`config.mk`:
```
export PLATFORM = sky130hd
export DESIGN_NAME = accfg_regs
export DESIGN_NICKNAME = d
export VERILOG_FILES = /design/src/hdl/accfg_pkg.sv /design/src/hdl/accfg_regs.sv
export SDC_FILE = /design/constraint.sdc
export NUM_CORES = 1
export LEC_CHECK = 0
export BUFFER_PORTS_ARGS = -buffer_cell sky130_fd_sc_hd__buf_2
export CORE_MARGIN = 8
export CORE_UTILIZATION = 35
export DETAILED_ROUTE_END_ITERATION = 7
export PLACE_DENSITY_LB_ADDON = 0.15
export SLEW_MARGIN = 20
export SYNTH_ARGS = -nofsm -noshare
export SYNTH_HDL_FRONTEND = slang
export SYNTH_SLANG_ARGS = --single-unit
```
`constraint.sdc`:
```
create_clock -name ref_clk -period 2.3 [get_ports ref_clk]
set_clock_uncertainty 0.2 [all_clocks]
set_input_delay 0.46 -clock ref_clk [delete_from_list [all_inputs] [get_ports ref_clk]]
set_output_delay 0.46 -clock ref_clk [all_outputs]
set_load 0.02 [all_outputs]
```
`src/hdl/accfg_pkg.sv`:
```
package accfg_pkg;
   // Register indices (byte address is four times the index)
   localparam logic [7:0] ACCFG_IDX_GENERAL = 8'h0C;
   localparam logic [7:0] ACCFG_IDX_XAXIS = 8'h0D;
   localparam logic [7:0] ACCFG_IDX_YAXIS = 8'h0E;
   localparam logic [7:0] ACCFG_IDX_XARM = 8'h0F;
   localparam logic [7:0] ACCFG_IDX_YARM = 8'h10;
   localparam logic [7:0] ACCFG_IDX_XPTH = 8'h11;
   localparam logic [7:0] ACCFG_IDX_XNTH = 8'h12;
   localparam logic [7:0] ACCFG_IDX_YPTH = 8'h13;
   localparam logic [7:0] ACCFG_IDX_YNTH = 8'h14;
   localparam logic [7:0] ACCFG_IDX_STATUS = 8'h15;
   localparam logic [7:0] ACCFG_IDX_COUNT = 8'h16;
   localparam logic [7:0] ACCFG_IDX_XOFF = 8'h17;
   localparam logic [7:0] ACCFG_IDX_YOFF = 8'h18;
   localparam logic [7:0] ACCFG_IDX_RSVDA = 8'h1C;
   localparam logic [7:0] ACCFG_IDX_RSVDB = 8'h1D;

   // General setup fields
   localparam int ACCFG_GEN_LOCK_BIT = 5;
   localparam int ACCFG_GEN_MODE_LSB = 0;
   // Axis setup fields
   localparam int ACCFG_AX_ST_BIT = 7;
   localparam int ACCFG_AX_LPF_LSB = 0;
   // Arming setup fields
   localparam int ACCFG_ARM_PS_LSB = 4;
   localparam int ACCFG_ARM_WN_LSB = 2;
   localparam int ACCFG_ARM_WP_LSB = 0;
   // Status bit positions
   localparam int ACCFG_ST_IDE = 7;
   localparam int ACCFG_ST_OVR = 6;
   localparam int ACCFG_ST_INIT = 5;
   localparam int ACCFG_ST_MISO = 4;
   localparam int ACCFG_ST_OFFX = 3;
   localparam int ACCFG_ST_OFFY = 2;
   localparam int ACCFG_ST_RES = 1;

   // Arming output modes
   localparam logic [2:0] ACCFG_MODE_OFF = 3'h0;
   localparam logic [2:0] ACCFG_MODE_PCM = 3'h1;
   localparam logic [2:0] ACCFG_MODE_AVG_H = 3'h2;
   localparam logic [2:0] ACCFG_MODE_AVG_L = 3'h3;
   localparam logic [2:0] ACCFG_MODE_CNT_H = 3'h4;
   localparam logic [2:0] ACCFG_MODE_CNT_L = 3'h5;

   // Reset values
   localparam logic [7:0] ACCFG_RST_REG = 8'h00;

   // Timing
   localparam int ACCFG_CLK_MHZ = 125;
   localparam int ACCFG_PRESCALE = 1024;
   localparam int ACCFG_RECOVERY_US = 100;
   localparam int ACCFG_RECOVERY_CYC = ACCFG_RECOVERY_US * ACCFG_CLK_MHZ;
   localparam int ACCFG_INIT_CYC = 64;
endpackage

```
`src/hdl/accfg_regs.sv`:
```
// Summary of operation
// - Mode field selects arming output type
// - Setup registers writable only before lock
// - Self-test bit enables axis self-test
// - Self-test bits cleared at reset
// - Self-test suspends offset cancel and monitor
// - Monitor waits recovery interval after self-test
// - Independent four-bit filter select per axis
// - Arming setup used only in average/count
// - Two-bit pulse stretch per axis
// - Window fields set sample counts
// - Unsigned eight-bit threshold per polarity
// - Zero threshold disables that polarity only
// - Both zero disables axis arming output
// - Status read-only, read clears transients
// - Data error flag, sticky sources reassert
// - Modulator over-range flag, clear on read
// - Init flag high until init completes
// - Serial mismatch flag, clear on read
// - Offset over-range flags, clear on read
// - Reset flag set during init
// - Free-running count after 1024 prescaler
// - Offset correction readback per axis
// - Lock bit sticky until device reset
module accfg_regs
   import accfg_pkg::*;
#(
   parameter int RECOVERY_CYC = ACCFG_RECOVERY_CYC,
   parameter int PRESCALE = ACCFG_PRESCALE
) (
   input wire logic ref_clk, // Core clock
   input wire logic reset_n, // Async reset, active low
   input wire logic [7:0] address, // Word index
   input wire logic read, // Read request
   input wire logic write, // Write request
   input wire logic [31:0] writedata, // Write data
   input wire logic [3:0] byteenable, // Byte lanes
   output logic [31:0] readdata, // Read data
   output logic waitrequest, // Stall
   output logic [1:0] response, // 00 ok, 10 slave error
   input wire logic crcRegFault, // Writable CRC fault
   input wire logic fuseFault, // Fuse array fault
   input wire logic otherFault, // Other internal fault
   input wire logic modOverrange, // Modulator saturation
   input wire logic misoMismatch, // Serial output mismatch
   input wire logic xOffsetLimit, // X offset limit
   input wire logic yOffsetLimit, // Y offset limit
   input wire logic [7:0] xOffsetCorr, // X correction value
   input wire logic [7:0] yOffsetCorr, // Y correction value
   output logic [2:0] armMode, // Effective arming mode
   output logic xArmEnable, // X arming active
   output logic yArmEnable, // Y arming active
   output logic xPosCompare, // X positive compare on
   output logic xNegCompare, // X negative compare on
   output logic yPosCompare, // Y positive compare on
   output logic yNegCompare, // Y negative compare on
   output logic [3:0] xLowpassSelect, // X filter select
   output logic [3:0] yLowpassSelect, // Y filter select
   output logic [5:0] xArmingSetup, // X stretch and windows
   output logic [5:0] yArmingSetup, // Y stretch and windows
   output logic xSelfTest, // X self-test drive
   output logic ySelfTest, // Y self-test drive
   output logic selfTestStatus, // Response status bit
   output logic offsetCancelHold, // Suspend offset cancel
   output logic offsetMonitorHold, // Suspend offset monitor
   output logic initComplete // Lock bit state
);
   // Software-visible registers
   logic [7:0] generalSetup_r; // Lock and mode
   logic [7:0] xAxisSetup_r;
   logic [7:0] yAxisSetup_r;
   logic [7:0] xArmSetup_r;
   logic [7:0] yArmSetup_r;
   logic [7:0] xPosThr_r;
   logic [7:0] xNegThr_r;
   logic [7:0] yPosThr_r;
   logic [7:0] yNegThr_r;
   logic [7:0] status_r; // Fault flags
   logic [7:0] count_r; // Oscillator tick count
   // Internal counters and timers
   logic [9:0] prescale_r; // Divide-by-1024 stage
   logic [31:0] recovery_r; // Monitor hold timer
   logic [6:0] initCnt_r; // Init sequencer
   logic crcSticky_r; // Writable CRC seen
   logic ack_r; // Answer phase
   // Decode helpers
   logic lock; // Setup locked
   logic wrHit;
   logic rdHit;
   logic statusRead;
   logic [7:0] wByte;
   logic mapped;
   logic stAny;
   logic [7:0] rdMux;
   logic [7:0] statusSet;

   assign lock = generalSetup_r[ACCFG_GEN_LOCK_BIT];
   assign wByte = writedata[7:0];
   // Answer edge must not write or read a second time
   assign wrHit = write && !ack_r && byteenable[0];
   assign rdHit = read && !ack_r;
   // Clear fires on the take edge only
   assign statusRead = rdHit && address == ACCFG_IDX_STATUS;
   // Either axis in self-test
   assign stAny = xAxisSetup_r[ACCFG_AX_ST_BIT] ||
      yAxisSetup_r[ACCFG_AX_ST_BIT];

   // Address decode
   always_comb begin
      mapped = 1'b1;
      unique case (address)
         ACCFG_IDX_GENERAL: rdMux = generalSetup_r;
         ACCFG_IDX_XAXIS: rdMux = xAxisSetup_r;
         ACCFG_IDX_YAXIS: rdMux = yAxisSetup_r;
         ACCFG_IDX_XARM: rdMux = xArmSetup_r;
         ACCFG_IDX_YARM: rdMux = yArmSetup_r;
         ACCFG_IDX_XPTH: rdMux = xPosThr_r;
         ACCFG_IDX_XNTH: rdMux = xNegThr_r;
         ACCFG_IDX_YPTH: rdMux = yPosThr_r;
         ACCFG_IDX_YNTH: rdMux = yNegThr_r;
         ACCFG_IDX_STATUS: rdMux = status_r;
         ACCFG_IDX_COUNT: rdMux = count_r;
         // Offsets read live from the cancel logic
         ACCFG_IDX_XOFF: rdMux = xOffsetCorr;
         ACCFG_IDX_YOFF: rdMux = yOffsetCorr;
         // Reserved words read zero, writes dropped
         ACCFG_IDX_RSVDA, ACCFG_IDX_RSVDB: rdMux = 8'h00;
         default: begin
            rdMux = 8'h00;
            mapped = 1'b0;
         end
      endcase
   end

   // Bus handshake: one wait cycle, answer on second edge
   always_ff @(posedge ref_clk or negedge reset_n) begin
      if (!reset_n) begin
         ack_r <= 1'b0;
         waitrequest <= 1'b1;
         readdata <= 32'h0000_0000;
         response <= 2'h0;
      end else begin
         // Take on first edge; answer stands one cycle
         ack_r <= (read || write) && !ack_r;
         waitrequest <= !((read || write) && !ack_r);
         // Read data held until the next read
         if (rdHit) begin
            readdata <= {24'h00_0000, rdMux};
         end
         // Unmapped index answers with slave error
         if (rdHit || (write && !ack_r)) begin
            response <= mapped ? 2'h0 : 2'h2;
         end
      end
   end

   // General setup; lock bit only ever sets
   always_ff @(posedge ref_clk or negedge reset_n) begin
      if (!reset_n) begin
         // Unlocked after every reset
         generalSetup_r <= ACCFG_RST_REG;
      end else if (wrHit && address == ACCFG_IDX_GENERAL && !lock) begin
         // Lock cannot be written back to zero here
         generalSetup_r <= {2'h0, wByte[5:0]};
      end
   end

   // Axis setup: self-test and filter select
   always_ff @(posedge ref_clk or negedge reset_n) begin
      if (!reset_n) begin
         // Self-test always off after reset
         xAxisSetup_r <= ACCFG_RST_REG;
         yAxisSetup_r <= ACCFG_RST_REG;
      end else if (wrHit && !lock) begin
         // Reserved bits dropped; host is expected to write zero
         if (address == ACCFG_IDX_XAXIS) begin
            xAxisSetup_r <= {wByte[7], 3'h0, wByte[3:0]};
         end
         if (address == ACCFG_IDX_YAXIS) begin
            yAxisSetup_r <= {wByte[7], 3'h0, wByte[3:0]};
         end
      end
   end

   // Arming setup and thresholds
   always_ff @(posedge ref_clk or negedge reset_n) begin
      if (!reset_n) begin
         // Zero thresholds: arming off until set up
         xArmSetup_r <= ACCFG_RST_REG;
         yArmSetup_r <= ACCFG_RST_REG;
         xPosThr_r <= ACCFG_RST_REG;
         xNegThr_r <= ACCFG_RST_REG;
         yPosThr_r <= ACCFG_RST_REG;
         yNegThr_r <= ACCFG_RST_REG;
      end else if (wrHit && !lock) begin
         unique case (address)
            ACCFG_IDX_XARM: xArmSetup_r <= {2'h0, wByte[5:0]};
            ACCFG_IDX_YARM: yArmSetup_r <= {2'h0, wByte[5:0]};
            ACCFG_IDX_XPTH: xPosThr_r <= wByte;
            ACCFG_IDX_XNTH: xNegThr_r <= wByte;
            ACCFG_IDX_YPTH: yPosThr_r <= wByte;
            ACCFG_IDX_YNTH: yNegThr_r <= wByte;
            // Other indices are handled elsewhere
            default: ;
         endcase
      end
   end

   // Init sequencer after reset release
   always_ff @(posedge ref_clk or negedge reset_n) begin
      if (!reset_n) begin
         initCnt_r <= 7'h00;
      end else if (initCnt_r != 7'(ACCFG_INIT_CYC)) begin
         // Stops at the terminal count, never wraps
         initCnt_r <= initCnt_r + 7'h01;
      end
   end

   // Latch writable-register CRC fault until reset
   always_ff @(posedge ref_clk or negedge reset_n) begin
      if (!reset_n) begin
         crcSticky_r <= 1'b0;
      end else if (crcRegFault && lock) begin
         // Check only runs once setup is locked
         crcSticky_r <= 1'b1;
      end
   end

   // Status flag sources; set wins over read clear
   always_comb begin
      statusSet = 8'h00;
      statusSet[ACCFG_ST_IDE] = crcSticky_r || fuseFault || otherFault;
      statusSet[ACCFG_ST_OVR] = modOverrange;
      statusSet[ACCFG_ST_MISO] = misoMismatch;
      // Offset flags muted while the monitor is held
      statusSet[ACCFG_ST_OFFX] = xOffsetLimit && !offsetMonitorHold;
      statusSet[ACCFG_ST_OFFY] = yOffsetLimit && !offsetMonitorHold;
      // Level during init, so reads then cannot clear it
      statusSet[ACCFG_ST_RES] = initCnt_r != 7'(ACCFG_INIT_CYC);
      // Bit 0 unused, stays zero
   end

   // Status register
   always_ff @(posedge ref_clk or negedge reset_n) begin
      if (!reset_n) begin
         status_r <= 8'h00;
      end else begin
         // Transient flags: set wins, else clear on read
         for (int i = 0; i < 8; i++) begin
            if (i == ACCFG_ST_INIT) begin
               // Not touched by reads
               status_r[i] <= initCnt_r != 7'(ACCFG_INIT_CYC);
            end else if (statusSet[i]) begin
               status_r[i] <= 1'b1;
            end else if (statusRead) begin
               status_r[i] <= 1'b0;
            end
         end
      end
   end

   // Oscillator check counter
   always_ff @(posedge ref_clk or negedge reset_n) begin
      if (!reset_n) begin
         prescale_r <= 10'h000;
         count_r <= 8'h00;
      end else begin
         // Prescaler wraps after PRESCALE cycles
         prescale_r <= (prescale_r == 10'(PRESCALE - 1)) ?
            10'h000 : prescale_r + 10'h001;
         if (prescale_r == 10'(PRESCALE - 1)) begin
            // Wraps freely at eight bits
            count_r <= count_r + 8'h01;
         end
      end
   end

   // Offset monitor hold after self-test drops
   always_ff @(posedge ref_clk or negedge reset_n) begin
      if (!reset_n) begin
         recovery_r <= 32'h0000_0000;
      end else if (stAny) begin
         // Reload while any self-test is on
         recovery_r <= 32'(RECOVERY_CYC);
      end else if (recovery_r != 32'h0000_0000) begin
         // Count down once self-test drops
         recovery_r <= recovery_r - 32'h0000_0001;
      end
   end

   // Registered control outputs
   always_ff @(posedge ref_clk or negedge reset_n) begin
      if (!reset_n) begin
         // Everything quiet while reset is held
         armMode <= ACCFG_MODE_OFF;
         xArmEnable <= 1'b0;
         yArmEnable <= 1'b0;
         xPosCompare <= 1'b0;
         xNegCompare <= 1'b0;
         yPosCompare <= 1'b0;
         yNegCompare <= 1'b0;
         xLowpassSelect <= 4'h0;
         yLowpassSelect <= 4'h0;
         xArmingSetup <= 6'h00;
         yArmingSetup <= 6'h00;
         xSelfTest <= 1'b0;
         ySelfTest <= 1'b0;
         selfTestStatus <= 1'b0;
         offsetCancelHold <= 1'b0;
         offsetMonitorHold <= 1'b0;
         initComplete <= 1'b0;
      end else begin
         armMode <= generalSetup_r[ACCFG_GEN_MODE_LSB +: 3];
         // Both thresholds zero kills the axis in any mode
         xArmEnable <= (xPosThr_r != 8'h00) ||
            (xNegThr_r != 8'h00);
         yArmEnable <= (yPosThr_r != 8'h00) ||
            (yNegThr_r != 8'h00);
         // Zero threshold turns only that polarity off
         xPosCompare <= xPosThr_r != 8'h00;
         xNegCompare <= xNegThr_r != 8'h00;
         yPosCompare <= yPosThr_r != 8'h00;
         yNegCompare <= yNegThr_r != 8'h00;
         xLowpassSelect <= xAxisSetup_r[ACCFG_AX_LPF_LSB +: 4];
         yLowpassSelect <= yAxisSetup_r[ACCFG_AX_LPF_LSB +: 4];
         // Only average and count modes use the arming setup
         if (generalSetup_r[2:0] >= ACCFG_MODE_AVG_H &&
             generalSetup_r[2:0] <= ACCFG_MODE_CNT_L) begin
            xArmingSetup <= xArmSetup_r[5:0];
            yArmingSetup <= yArmSetup_r[5:0];
         end else begin
            xArmingSetup <= 6'h00;
            yArmingSetup <= 6'h00;
         end
         // Self-test drive follows the register bits
         xSelfTest <= xAxisSetup_r[ACCFG_AX_ST_BIT];
         ySelfTest <= yAxisSetup_r[ACCFG_AX_ST_BIT];
         // Status drops at once, monitor hold waits
         selfTestStatus <= stAny;
         offsetCancelHold <= stAny;
         offsetMonitorHold <= stAny || recovery_r != 32'h0000_0000;
         // Lock state mirrored for the far side
         initComplete <= lock;
      end
   end
endmodule

```
After elaboration in Yosys (flattened, before gate mapping)
Index checks and enable logic that the tools add are counted.
{ "word_totals": {"reg_bits": 171, "inputBits": 71, "out_inout_bits": 70, "elab_cells": 124} }
{ "op_classes": {"add_sub_neg": 4, "magnitude_cmp": 2, "n_eq_ne": 17, "mux": 15, "n_reduce_logical": 45} }
{ "op_table": {"columns": ["operator", "count"], "rows": [
  ["8-bit one-hot mux with 13 select lines", 1],
  ["8-bit by 5-bit equality test with 1-bit output (second input constant)", 11],
  ["32-bit two-way mux", 2],
  ["8-bit by 4-bit equality test with 1-bit output (second input constant)", 4],
  ["32-bit nonzero test", 1],
  ["8-bit nonzero test", 4],
  ["32-bit by 1-bit subtractor with 32-bit output (second input constant)", 1],
  ["2-bit AND reduction", 8],
  ["15-bit OR reduction", 1],
  ["2-bit nonzero test", 7],
  ["1-bit logical AND", 12],
  ["6-bit two-way mux", 2],
  ["10-bit by 1-bit adder with 10-bit output (second input constant)", 1],
  ["10-bit equality test (second input constant)", 1],
  ["10-bit two-way mux", 1],
  ["8-bit by 1-bit adder with 8-bit output (second input constant)", 1],
  ["1-bit logical OR", 8],
  ["1-bit two-way mux", 8],
  ["7-bit by 1-bit adder with 7-bit output (second input constant)", 1],
  ["7-bit != test (second input constant)", 1],
  ["1-bit zero test", 4],
  ["3-bit by 2-bit >= comparator with 1-bit output (second input constant)", 1],
  ["3-bit less-or-equal comparator (second input constant)", 1],
  ["2-bit two-way mux", 1]
]} }

Longest topological paths before layout
Gate-level depths: netlist (run 1).
{ "logic_depth": {"ltp_word": 5, "depth_mapped": 9, "depth_no_buf": 7} }

Least setup slack after synthesis (run 1)
Ideal clock, no wire load.
{ "synth_path": {"kind": "input -> register", "from": "input address[4]", "to": "register xNegThr_r[0]", "setup_ns": 0.125, "arrival_ns": 2.066, "required_time_ns": 1.975, "path_slack_ns": -0.091, "path_stages": 7, "path_buffers": 2, "cell_sequence": "buf_2 -> nor4b_2 -> and2_0 -> buf_2 -> nor2b_1 -> nand2_1 -> mux2_2"} }
{ "synth_via": {"elab_chain_len": 2} }
{ "synth_lines": {"columns": ["item", "line", "source"], "rows": [
  ["from (decl)", "accfg_regs.sv:33", "input wire logic [7:0] address,"],
  ["8-bit by 5-bit equality test with 1-bit output", "accfg_regs.sv:196", "unique case (address)"],
  ["2-bit AND reduction (no line)", null, null],
  ["to (signal assigned)", "accfg_regs.sv:200", "ACCFG_IDX_XNTH: xNegThr_r <= wByte;"],
  ["to (decl)", "accfg_regs.sv:75", "logic [7:0] xNegThr_r;"]
]} }
No other way between the ends.
A chain may end at the register's enable or synchronous reset.

==> results of run 1 <==
-- area by class of cell --
| class | count | area share [%] |
|---|---|---|
| repair buffers | 213 | 14.3 |
| clock inverters | 13 | 1.26 |
| inverters | 13 | 0.469 |
| well taps | 285 | 3.42 |
| flip-flops and latches | 170 | 40.9 |
| clock buffers | 19 | 4.35 |
| multi-input cells | 487 | 35.4 |
-- worst max-delay path: stages, from the launching register on --
cell,delay [ps]
sky130_fd_sc_hd__dfrtp_1,380
sky130_fd_sc_hd__or4_4,570
sky130_fd_sc_hd__or4_4,500
sky130_fd_sc_hd__nor4_4,200
sky130_fd_sc_hd__buf_4,210
sky130_fd_sc_hd__nor3_2,50
sky130_fd_sc_hd__nand3b_1,150
-- path summary, 6_finish.rpt --
check	endpoint	depth (start not counted)	slack, ps
worst max-delay path	recovery_r[7]	6	-90
worst min-delay path	status_r[6]	2	20
worst max register to register	recovery_r[7]	6	-90
worst min register to register	yLowpassSelect[1]	0	210
max in group asynchronous	prescale_r[9]	3	930
min in group asynchronous	yLowpassSelect[0]	2	340
-- per-layer routing --
| metal | vias up | GRT usage [%] | routed length (µm) |
|---|---|---|---|
| li1 | 2945 | - | - |
| met1 | 3196 | 20.5 | 10200 |
| met2 | 115 | 30.7 | 12400 |
| met3 | 26 | 3.52 | 866 |
| met4 | 0 | 5.95 | 440 |
| met5 | - | 0 | 0 |
-- sequential cells by signal, indices dropped and copies added, names as in the netlist, 7 cells and up --
| name | flops |
|---|---|
| xPosThr_r | 8 |
| initCnt_r | 7 |
| xNegThr_r | 8 |
| recovery_r | 32 |
| count_r | 8 |
| status_r | 7 |
| yPosThr_r | 8 |
| readdata | 8 |
| prescale_r | 10 |
| yNegThr_r | 8 |
-- stage by stage --
step | cell area (µm²) | utilization, % | hold slack, ps | instances | power [mW]
after global placement | 9480 | 42.1 | 187 | 1157 | 5.14
after floorplan | 8080 | - | -35.6 | 726 | 4.41
after global routing | 10400 | 46.3 | 16.9 | 1200 | 8.72
after detailed placement | 9480 | 42.1 | 200 | 1157 | 5.21
after CTS | 10200 | 45.4 | 1.82 | 1198 | 8.18
final | 10400 | 46.3 | 18.3 | 1200 | 8.29
-- power by group through the flow --
stage | Sequential [mW] | Clock [mW] | Combinational [mW]
after CTS | 3.46 | 2.91 | 1.81
final | 3.48 | 2.82 | 1.99
after floorplan | 3.53 | 0 | 0.882
after global placement | 3.49 | 0 | 1.66
after detailed placement | 3.51 | 0 | 1.70
after global routing | 3.51 | 3.05 | 2.17
-- cell usage in the layout, fill, tap and decap left out, drive strengths merged, types with 20 or more instances in the layout --
cell type,n
a21oi,26
buf,210
conb,25
dfrtp,169
inv,20
mux2,64
nand2,46
nand3,25
nor2,26
nor4,25
o21ai,23
-- cells by family (layout without fill, tap and decap cells) --
| kind of cell | count (synthesis) | after routing |
|---|---|---|
| simple gates | 230 | 230 |
| mux | 79 | 79 |
| xor+xnor | 23 | 23 |
| compound gates | 125 | 125 |
| other cells | 1 | 25 |
| buf+inv | 69 | 258 |
| flops | 170 | 170 |
| fa+ha+maj | 5 | 5 |
-- what timing repair did --
| action | 4_1_cts | 5_1_grt |
|---|---|---|
| gates cloned | 1 | 0 |
| setup endpoints to repair | 27 | 30 |
| buffers inserted | 5 | 2 |
| hold buffers | 3 | 0 |
| pin swaps | 7 | 15 |
| resized for setup | 16 | 37 |
| endpoints found under the hold margin | 45 | 0 |
-- Yosys cell counts (6+ instances only) --
cell type                  number
sky130_fd_sc_hd__dfrtp_1      169
sky130_fd_sc_hd__mux2_2        64
sky130_fd_sc_hd__nand2_1       46
sky130_fd_sc_hd__a21oi_1       26
sky130_fd_sc_hd__buf_4         26
sky130_fd_sc_hd__nand3_1       25
sky130_fd_sc_hd__nor2_1        25
sky130_fd_sc_hd__nor4_1        21
sky130_fd_sc_hd__clkbuf_1      20
sky130_fd_sc_hd__o21ai_0       19
sky130_fd_sc_hd__and2_1        17
sky130_fd_sc_hd__or3_1         15
sky130_fd_sc_hd__xnor2_1       15
sky130_fd_sc_hd__inv_1         13
sky130_fd_sc_hd__mux2i_1       12
sky130_fd_sc_hd__nor3_1        11
sky130_fd_sc_hd__a31oi_1       10
sky130_fd_sc_hd__and3_1        10
sky130_fd_sc_hd__o31ai_1       10
sky130_fd_sc_hd__or4_1         10
sky130_fd_sc_hd__nand4_1        9
sky130_fd_sc_hd__a22oi_1        8
sky130_fd_sc_hd__nor2b_1        8
sky130_fd_sc_hd__xor2_1         8
sky130_fd_sc_hd__a21o_1         6
sky130_fd_sc_hd__a32oi_1        6
sky130_fd_sc_hd__nor3b_1        6
==> results by stage, run 1 <==
Timing:
- Of the available clock period, the critical path in the final layout requires 104%.
- Summed over all failing endpoints, the final setup total negative slack is -386 ps.
- Counting I/O delays and the setup requirement, the final critical path takes 2390 ps.
- The final-report hold violation count is 0.
- The max-slew violation count came to 0.
- The least setup slack across all paths after layout is -90.1 ps.
- Setup repair after global routing could not meet its margin everywhere.
- The slew at the pin with the worst max-slew slack is 688 ps.
- The worst pin sits at a relative slew slack of 53.9%.
- Setup violations remaining at the end of the flow were counted as 12.
- The timing-limited maximum frequency is 0.418 GHz.

Worst setup path:
- By startpoint and endpoint, the worst setup path is classified as reg -> reg.
- The critical path endpoint category is a flop.
- The peak fanout along the critical path is 8.
- The data arrival at the endpoint of the critical path is 2500 ps.
- The startpoint of the most critical setup path is recovery_r[18].
- The worst register-to-register path begins at recovery_r[18].
- The data required time of the critical path is approximately 2400 ps.
- STA classifies the critical path startpoint as a flop.

Clocking:
- At the later pin of the worst-skew pair, clock insertion delay measures 440 ps.
- The CTS clock-pin slew for the worst setup and hold paths is 70 ps.
- The cell at the root of the clock tree is sky130_fd_sc_hd__clkbuf_16.
- The number of buffers between clock root and the deepest sink is 2.
- The number of clock buffers added by TritonCTS is 17.
- The H-tree generated during clock tree synthesis spans 4 levels.
- The clock net sink count is 170.
- The TritonCTS clock tree is built.

Synth:
- Summing the areas of all compound-gate instances in the mapped netlist gives 10.7% of the synthesized area.
- The adder and majority gate portion of the synthesized area is 0.785%.
- The area share of xor/xnor cells in the synthesized design is 2.53%.
- The mean instance size in the synthesized netlist is ~11 µm².
- After Yosys synthesis, and, or, nand and nor cells account for roughly 17% of the synthesized area.
- Synthesis produced a netlist whose cell count is 702.
- The top flip-flop cell by instance count after synthesis is sky130_fd_sc_hd__dfrtp_1.
- The count of warnings emitted by yosys is 0.
- The top cell type by total area after synthesis is sky130_fd_sc_hd__dfrtp_1.
- In this run the biggest area consumer among cell types represents 53.0% of the synthesized area.
- The synthesized design contains 0 enable-type register cells.
- The proportion of synthesized area in mux cells is 11.4%.
- The distinct cell type count after synthesis is just under 70.
- Of all flip-flops after synthesis, the portion carrying an async set or reset was 100%.
- Counting flops and latches in the post-synthesis netlist gives 170.
- By area, the combinational part of the netlist is dominated by simple AND/OR/NAND/NOR gates.
- The mapped cell area is roughly 8000 µm².
- The post-synthesis sequential area ratio is 53.4%.
- By area the synthesized netlist is led by sky130_fd_sc_hd__dfrtp_1, sky130_fd_sc_hd__mux2_2, sky130_fd_sc_hd__buf_4.

Pwr:
- The power dissipated by switching net loads is roughly 2.6 mW.
- The sequential group share of total power is a little over two fifths.
- Net switching is between 30% and 40% of the power.
- The analysis attributes to cell leakage a power of 5.02 nW.
- IR analysis of the VDD net gives a maximum drop of 0.400 mV.
- The share of total power in the clock network is 34.1%.
- Of the total power, combinational logic draws about a quarter.
- The areal power density over the cells is 796 nW/µm².
- The internal power component is roughly 5.6 mW.

Placed design:
- Timing analysis after detailed placement gives a worst setup slack of -528 ps.
- Once detailed placement completed, the half-perimeter wirelength came to about 18000 µm.
- Buffers placed on the I/O ports in this run total 88.
- The weighted congestion at the end of routability-driven global placement is 0.902.

Global routing:
- The combined global-route utilization of all metal layers is 17.3%.
- After global routing the overflow that remains totals 0.
- Entering global routing, the biggest net connects just under 50 pins.
- The number of antenna violations at the first check in global routing is 0.
- The via count of the first global-routing pass is ~6600.
- The wire length of the first global-routing pass is 37800 µm.

Run status:
- The checks that failed: negative setup slack.
- The run finished, with violations left.

Cells and area:
- The sequential cells in the finished layout cover a total of between 4000 and 5000 µm².
- In the final design database the tool counted a little under 1000 nets.
- The multi-input logic area is 3680 µm².
- The ratio of cells with drive above 1 in the final layout is 38.9%.
- The number of antenna cells inserted is 0.
- The filler cell count is 2108.
- From synthesis to final layout, the design area changed by 30.6%.

Floorplan:
- The die height is 167 µm.
- The total number of placement rows is 55.
- From left edge to right edge, the die measures 167 µm.
- For this design the top-level I/O count stands at around 140.
- The die outline area is around 28000 µm².
- The initial utilization of the core area, before any placement, comes to between 30% and 40%.
- The floorplan step defined a core boundary enclosing 22500 µm².

Route:
- The sum of routed wire length over all layers is 23900 µm.
- The number of detailed-route iterations in the first pass is 4.
- In the routed design, unresolved DRC markers number 0.
- The detailed router placed 6282 vias in this run.
- In this run, the number of DRC markers left after iteration 0 of detailed routing was 383.
- The vias per cell is 5.24.
- The final routed wire length divided by cell count is 19.9 µm.
- The count of nets left with antenna violations once routing finished came out at 0.

Flow run:
- The number of max-capacitance violations reported is 0.

Hold path:
- The source of the worst hold timing path is modOverrange.
- The path class of the tightest hold or removal check is in -> reg.
No activity file was read; power rests on OpenSTA's default activity.
==> run 2, diff against run 1 <==
ABC_AREA = 1   (was default)
==> run 2 against run 1 <==
Effect of this change: the flow now finishes without violations; utilization is 4.2 points lower; sequential cell count stayed put; wire length decreased by 6.7%; register-to-register slack gained 390 ps; area after synthesis rose by 5.6%; clock power grew 8.5%; critical path depth is 3 higher; via count rose by 7.2%; cell area down 4.9%.
==> results by stage, run 2 <==
Floorplan:
- The floorplan step defined a core boundary enclosing 23500 µm².
- The total number of placement rows is 56.
- From left edge to right edge, the die measures 171 µm.
- The starting density of the core is 35.8%.
- For this design the top-level I/O count stands at 141.
- The die outline area is about 30000 µm².
- Measured along the y axis, the die boundary spans 171 µm.

Route:
- The number of design-rule violations left by the first detailed-router iteration is between 500 and 600.
- The total via count after detailed routing is 6733.
- The vias per cell is 4.62.
- The sum of routed wire length over all layers is 22300 µm.
- In the final routed layout, each cell accounts on average for 15.3 µm.
- The final routed DRC violation total is 0.
- The number of detailed-route iterations in the first pass is 5.
- The count of antenna-violating nets left after detailed routing is 0.

Timing:
- Summed over all failing endpoints, the final setup total negative slack is 0 ps.
- Setup repair after global routing left no endpoint under its margin.
- Of the available clock period, the critical path in the final layout requires 87.0%.
- In this run the tightest slew margin relative to its limit is ~55%.
- The max-slew violation count is 0.
- The slew at the pin with the worst max-slew slack is 675 ps.
- The final critical delay including setup and external delays is 2000 ps.
- The least setup slack across all paths after layout is 299 ps.
- The final count of negative-setup-slack endpoints is 0.
- Based on the critical path, the design can be clocked at up to between 0.4 and 0.5 GHz.
- The final-report hold violation count is 0.

Cells and area:
- The commonest non-fill, non-tap cell in the layout is sky130_fd_sc_hd__nand2_1.
- For this run, the post-layout net count is 1201.
- The area occupied by registers is 4260 µm².
- The post-layout instance area is 9900 µm².
- The finished layout holds 1457 standard cells, fillers aside.
- Cells fill 42.0% of the core in the end.
- More flip-flops sit in one register than any other, and that register is recovery_r.
- The top cell types in the final layout, fill and taps aside, are sky130_fd_sc_hd__nand2_1, sky130_fd_sc_hd__dfrtp_1, sky130_fd_sc_hd__nor2_1, sky130_fd_sc_hd__nand3_1, sky130_fd_sc_hd__inv_1.
- Cells with a size suffix above 1 make up 18.5% of the layout.
- After filler insertion, the fill cell instance count of the layout stands at 2419.
- The number of flip-flops in the largest register is 32.
- The multi-input logic area is roughly 3500 µm².
- The largest registers in the layout are recovery_r: 32 flops, prescale_r: 10 flops.
- The area growth from synthesis to layout is 17.5%.
- The number of antenna cells inserted is 0.

Flow run:
- The number of max-capacitance violations reported is 0.

Placed design:
- Including well taps, the total number of placed cells is 1421.
- At the end of routability-driven placement, the weighted congestion stood at just under 0.9.
- Once placement finished, the instance area stood at 9220 µm².
- The count of buffers added on input and output ports is slightly below 90.
- Once detailed placement completed, the half-perimeter wirelength came to 16700 µm.
- Prior to clock tree synthesis, the placed netlist has a worst setup slack of 151 ps.

Worst setup path:
- Traced cell by cell, the critical path runs through inv_1 -> ha_1 -> nand2_2 -> nor2_4 -> nand2_2 -> nor2_4 -> nand2_4 -> clkinv_4 -> nor3_1.
- The data arrival at the endpoint of the critical path is 2080 ps.
- The critical path class is reg -> reg.
- In this run the critical register-to-register path is launched from recovery_r[0].
- Among all stages on the critical path, the largest delay is contributed by sky130_fd_sc_hd__dfrtp_1.
- STA puts the critical path data required time at 2380 ps.
- In this run the worst setup path begins at recovery_r[0].
- The peak fanout along the critical path is 17.
- The type of origin of the critical path is a flop.
- STA classifies the critical path endpoint as a flop.
- For this run, the slowest stage of the critical path takes 390 ps.

Global routing:
- The via count of the first global-routing pass is 6732.
- The first global-routing pass estimated 36200 µm of wire.
- Entering global routing, the biggest net connects 50 pins.
- Summed over all layers, the global routing overflow is 0.
- met2 is the most crowded layer.
- For this run, the total global-route usage over all layers was measured as between 15 and 20%.
- The number of antenna violations at the first check in global routing is 0.
- The met1 routing resource usage after global routing is 20.1%.
- In the global route stage, met2 resource usage came out at a little over a quarter.
- The global-route met3 utilization is 3.36%.

Pwr:
- The power dissipated by switching net loads is ~1.7 mW.
- The sequential group share of total power is between 40 and 50%.
- The internal power component is 4.68 mW.
- The share of total power in the clock network is 48.0%.
- The areal power density over the cells is 644 nW/µm².
- The worst-case IR drop observed on VDD is slightly above 0.4 mV.
- The share of power burned in combinational logic is 4.9%.
- The static leakage power is 5.38 nW.
- Of the total power, the share spent switching nets is 26.6%.

Synth:
- The top cell type by total area after synthesis is sky130_fd_sc_hd__dfrtp_1.
- The post-synthesis sequential area ratio is approximately half.
- Yosys printed 0 warnings.
- After synthesis, the largest family of logic cells by area is simple AND/OR/NAND/NOR gates.
- The synthesized instance count is 1018.
- In this run, synthesis inferred 0 flip-flops with an integrated enable.
- Synthesis inferred between 150 and 200 register bits.
- Among all flip-flop cells after synthesis, the most frequent one is sky130_fd_sc_hd__dfrtp_1.
- Yosys attributes the largest share of cell area to sky130_fd_sc_hd__dfrtp_1, sky130_fd_sc_hd__nand2_1, sky130_fd_sc_hd__nand3_1.
- In the synthesized netlist, mux cells make up 0% of the area.
- The distinct cell type count after synthesis is 43.
- The simple-gate share of the synthesized area is between 30 and 40%.
- By count the netlist is led by sky130_fd_sc_hd__nand2_1, sky130_fd_sc_hd__dfrtp_1, sky130_fd_sc_hd__nor2_1, sky130_fd_sc_hd__nand3_1, sky130_fd_sc_hd__inv_1.
- The most numerous cell in the Yosys netlist is sky130_fd_sc_hd__nand2_1.
- The mean instance size in the synthesized netlist is 8.27 µm².
- The complex-gate fraction of the synthesized area is approximately 7%.
- Summing the areas of all fa, ha and maj instances in the mapped netlist gives 0.743% of the synthesized area.
- The cell area that synthesis handed to floorplanning was 8420 µm².
- The fraction of synthesized cell area taken by the top area cell type is 50.2%.
- Of all flip-flops after synthesis, the portion carrying an async set or reset was 100%.
- The area share of xor/xnor cells in the synthesized design is 2.60%.

Run status:
- The flow ran to the end, and the final reports show no timing, DRC or antenna violations.

Hold path:
- The path type of the worst min-delay path is in -> reg.
- The startpoint identified for the worst hold timing path is otherFault.

Clocking:
- The CTS clock-pin slew for the worst setup and hold paths is 80 ps.
- The number of H-tree levels is 4.
- The clock net sink count is 170.
- The number of buffers between clock root and the deepest sink is 2.
- The tree is rooted in a sky130_fd_sc_hd__clkbuf_16.
- The post-CTS repair timing setup buffer count is 0.
- The number of buffers created by CTS is 17.
- Once the clock tree was built, the resizer swapped 0 gates to a different size.
- Buffers inserted to repair hold after CTS numbered 4.
- The TritonCTS clock tree is built.
- The later pin in the worst-skew pair is clocked with a latency of 440 ps.
## run 2: per-layer routing
| metal | part of all wire (%) | routed length [µm] |
|---|---|---|
| met4 | 1.9 | 435 |
| met1 | 45 | 10000 |
| met2 | 48 | 10800 |
| met3 | 5.0 | 1120 |
| met5 | 0 | 0 |
## run 2: path summary, 6_finish.rpt
path,slack (ps),cells past startpoint,endpoint
setup / recovery,300,9,recovery_r[22]
hold / removal,50,3,status_r[7]
setup reg to reg,300,9,recovery_r[22]
hold reg to reg,220,0,xLowpassSelect[1]
max in group asynchronous,870,3,recovery_r[21]
min in group asynchronous,330,2,xLowpassSelect[2]
## run 2: stage by stage
step | power, mW | hold slack (ps)
floorplan | 3.23 | -35.6
global route | 6.59 | 56.7
global placement | 3.37 | 204
finish | 6.37 | 49.4
CTS | 6.45 | 33.0
detailed placement | 3.37 | 205
## run 2: layout make-up
type                            count  share of cell area, %
Timing Repair Buffer              110                   6.79
Inverter                          102                   3.96
Clock inverter                     15                   2.20
Tap cell                          319                   4.03
Multi-Input combinational cell    724                   35.7
Sequential cell                   170                   43.0
Clock buffer                       17                   4.30
## run 2: power groups by stage
| stage | Clock (mW) | Combinational (mW) | Sequential [mW] |
|---|---|---|---|
| 2_1_floorplan | 0 | 0.157 | 3.07 |
| 3_3_place_gp | 0 | 0.309 | 3.06 |
| 3_5_place_dp | 0 | 0.309 | 3.06 |
| 4_1_cts | 3.13 | 0.315 | 3.00 |
| 5_1_grt | 3.25 | 0.344 | 3.00 |
| 6_report | 3.06 | 0.310 | 3.00 |
## run 2: kinds of logic after synthesis
kind of cell,after synthesis
xor+xnor,25
buf+inv,148
other cells,1
flops,170
simple gates,561
fa+ha+maj,5
compound gates,108
## run 2: critical path, delay by kind of cell (launching register included)
family	cells	cell delay (ps)
flip-flops	1	390
AND/OR/NAND/NOR	6	740
adder cells (fa/ha/maj)	1	280
buffers and inverters	2	230
==> run 3, diff against run 2 <==
RECOVER_POWER = 100   (was default)
clock period = 1.7 ns   (was 2.3 ns; I/O delays follow)
==> run 3 against run 2 <==
Effect of this change: the flow now finishes with violations (negative setup slack); cell area increased by 11%; die area unchanged; combinational power increased by 49%; sequential power increased by 35%; largest cell class unchanged.
==> results by stage, run 3 (same netlist as run 2, synthesis figures left out) <==
Run status:
- The run finished, with violations left.
- The final reports fail on negative setup slack.

Timing:
- The timing-limited maximum frequency is ~0.57 GHz.
- The slew at the pin with the worst max-slew slack is ~660 ps.
- For the final routed database, the setup TNS stands at -722 ps.
- The final-report hold violation count came to 0.
- Setup repair after global routing could not meet its margin everywhere.
- The max-slew violation count is 0.
- The final count of negative-setup-slack endpoints is 25.
- The fraction of the cycle the final worst path needs is 103%.
- The relative slew slack is roughly 56%.
- The least setup slack across all paths after layout is -55.5 ps.
- The final critical delay including setup and external delays is about 1800 ps.

Worst setup path:
- The critical path goes through nor2_1 -> nand2_2 -> nor2_4 -> nand2_2 -> nor2_4 -> nand2_8 -> clkinv_8 -> nor3_2.
- The worst setup path is captured at a flop.
- The data required time of the critical path is 1780 ps.
- For this run, the slowest stage of the critical path takes 410 ps.
- The cell class contributing the biggest share of worst-path delay is simple AND/OR/NAND/NOR gates.
- STA classifies the critical path startpoint as a flop.
- The peak fanout along the critical path is 7.
- The startpoint of the most critical setup path is recovery_r[12].
- The buffers plus inverters on the worst setup path is 1.
- The worst setup path is of the reg -> reg kind.
- The origin of the critical flop-to-flop path is recovery_r[12].
- The data arrival at the endpoint of the critical path is between 1500 and 2000 ps.
- The critical path's slowest cell is sky130_fd_sc_hd__dfrtp_1.

Cells and area:
- Leaving out fill and tap cells, the most frequent cell in the layout is sky130_fd_sc_hd__nand2_1.
- The number of flip-flops in the largest register is 32.
- Relative to the synthesized area, the layout overhead comes to 30.2%.
- The filler cell count is approximately 2400.
- The final design utilization is 46.6%.
- The largest registers in the layout are recovery_r: 32 flops, prescale_r: 10 flops.
- The number of antenna diodes in the final layout is 0.
- The post-layout instance area is 11000 µm².
- The net count of the finished layout is 1312.
- In the layout the commonest cells are sky130_fd_sc_hd__nand2_1, sky130_fd_sc_hd__dfrtp_1, sky130_fd_sc_hd__buf_4, sky130_fd_sc_hd__nand3_1, sky130_fd_sc_hd__inv_1.
- The ratio of cells with drive above 1 in the final layout is 27.7%.
- The area occupied by registers is 4260 µm².
- The multi-input logic area is 3810 µm².
- The largest register by flop count is recovery_r.

Clocking:
- The number of H-tree levels is 4.
- CTS saw 170 sinks.
- The cell at the root of the clock tree is sky130_fd_sc_hd__clkbuf_16.
- The number of buffers between clock root and the deepest sink is 2.
- TritonCTS built the clock tree.
- The worst-skew pair later-pin latency is about 430 ps.
- After clock tree synthesis, the clock-pin slew on the worst setup and hold paths is 70 ps.
- The number of buffers created by CTS is 17.

Flow run:
- The tool flagged a number of max-cap violations equal to 0.

Pwr:
- IR analysis of the VDD net gives a maximum drop of 0.576 mV.
- After layout, the design draws a total of 8.51 mW.
- For this design the ratio of total power to cell area is 777 nW/µm².
- Summed over all cells, the static leakage comes to 5.86 nW.

Route:
- The number of design-rule violations left by the first detailed-router iteration is 430.
- Detailed routing inserted a total of between 7000 and 8000 vias.
- The final routed DRC violation total is 0.
- The vias per cell is 4.60.
- Once detail routing completed, the nets flagged for antenna violations numbered 0.
- The sum of routed wire length over all layers is between 20000 and 25000 µm.
- The first TritonRoute pass finished after 5 iterations.
- The final routed wire length divided by cell count is 15.3 µm.

Placed design:
- Detailed placement finished with a half-perimeter wire length of 17700 µm.
- During placement, the flow inserted port buffers numbering 88.
- The post-detailed-placement cell area is around 10000 µm².
- The weighted congestion at the end of routability-driven global placement is approximately 0.9.
- The minimum setup slack after placement is -213 ps.

Floorplan:
- approximately 140 I/O pins were placed.
- The die outline area is 29300 µm².
- The die height is 171 µm.
- The area inside the core boundary is 23500 µm².
- The width of the chip is ~170 µm.
- The total number of placement rows is between 50 and 60.
- For this configuration, the core starts out at a cell density of 35.8%.

Global routing:
- The total overflow left after global routing is 0.
- The first global-routing pass estimated 37500 µm of wire.
- The pin count of the biggest net entering global routing is 38.
- The via count of the first global-routing pass is 7081.
- Global routing used 16.5% of the available tracks across all layers.
- The number of antenna violations at the first check in global routing was 0.

Hold path:
- The startpoint identified for the worst hold timing path is writedata[6].
- The worst hold path belongs to the class in -> reg.
==> run 3: worst paths after layout <==
kind / end / slack, ps / cells after the start
max: recovery_r[21] / -60 / 8
min: xPosThr_r[6] / 90 / 3
max reg2reg: recovery_r[21] / -60 / 8
min reg2reg: xLowpassSelect[3] / 210 / 0
max in group asynchronous: readdata[7] / 240 / 3
min in group asynchronous: xAxisSetup_r[2] / 150 / 2
==> run 3: area by class of cell <==
class                   count  area share, %
flip-flops and latches    170           38.8
multi-input cells         725           34.8
repair buffers            218           13.2
clock buffers              17           3.88
inverters                 102           3.65
well taps                 319           3.64
clock inverters            15           1.76
repair inverters            2          0.228
==> run 3: power by group <==
part           switching, mW  internal [mW]
clock network           1.98           2.01
registers            0.00686           4.06
logic                  0.329          0.131
==> run 3: routing by layer <==
layer	vias up	global-route usage, %	wire, µm
li1	3658	-	-
met1	3377	20.4	10500
met2	158	28.7	12000
met3	22	2.83	1030
met4	0	5.71	431
met5	-	0	0
==> run 3: stage by stage <==
stage          hold slack, ps  std cells
2_1_floorplan            -156       1042
3_3_place_gp             78.1       1517
3_5_place_dp             74.6       1517
4_1_cts                  85.6       1560
5_1_grt                  96.9       1568
6_report                 94.2       1568
==> run 3: what timing repair did <==
action                                  CTS  global route
cloned                                    2             1
endpoints found under the hold margin   158             0
hold buffers                              8             0
resized for setup                        31            70
endpoints found under the setup margin   36            99
pin swaps                                 5            11
setup buffers                             1             7
==> run 3: worst min-delay path: stages <==
cell and delay, ps:
sky130_fd_sc_hd__buf_2 110, sky130_fd_sc_hd__inv_1 100, sky130_fd_sc_hd__o21ai_2 140
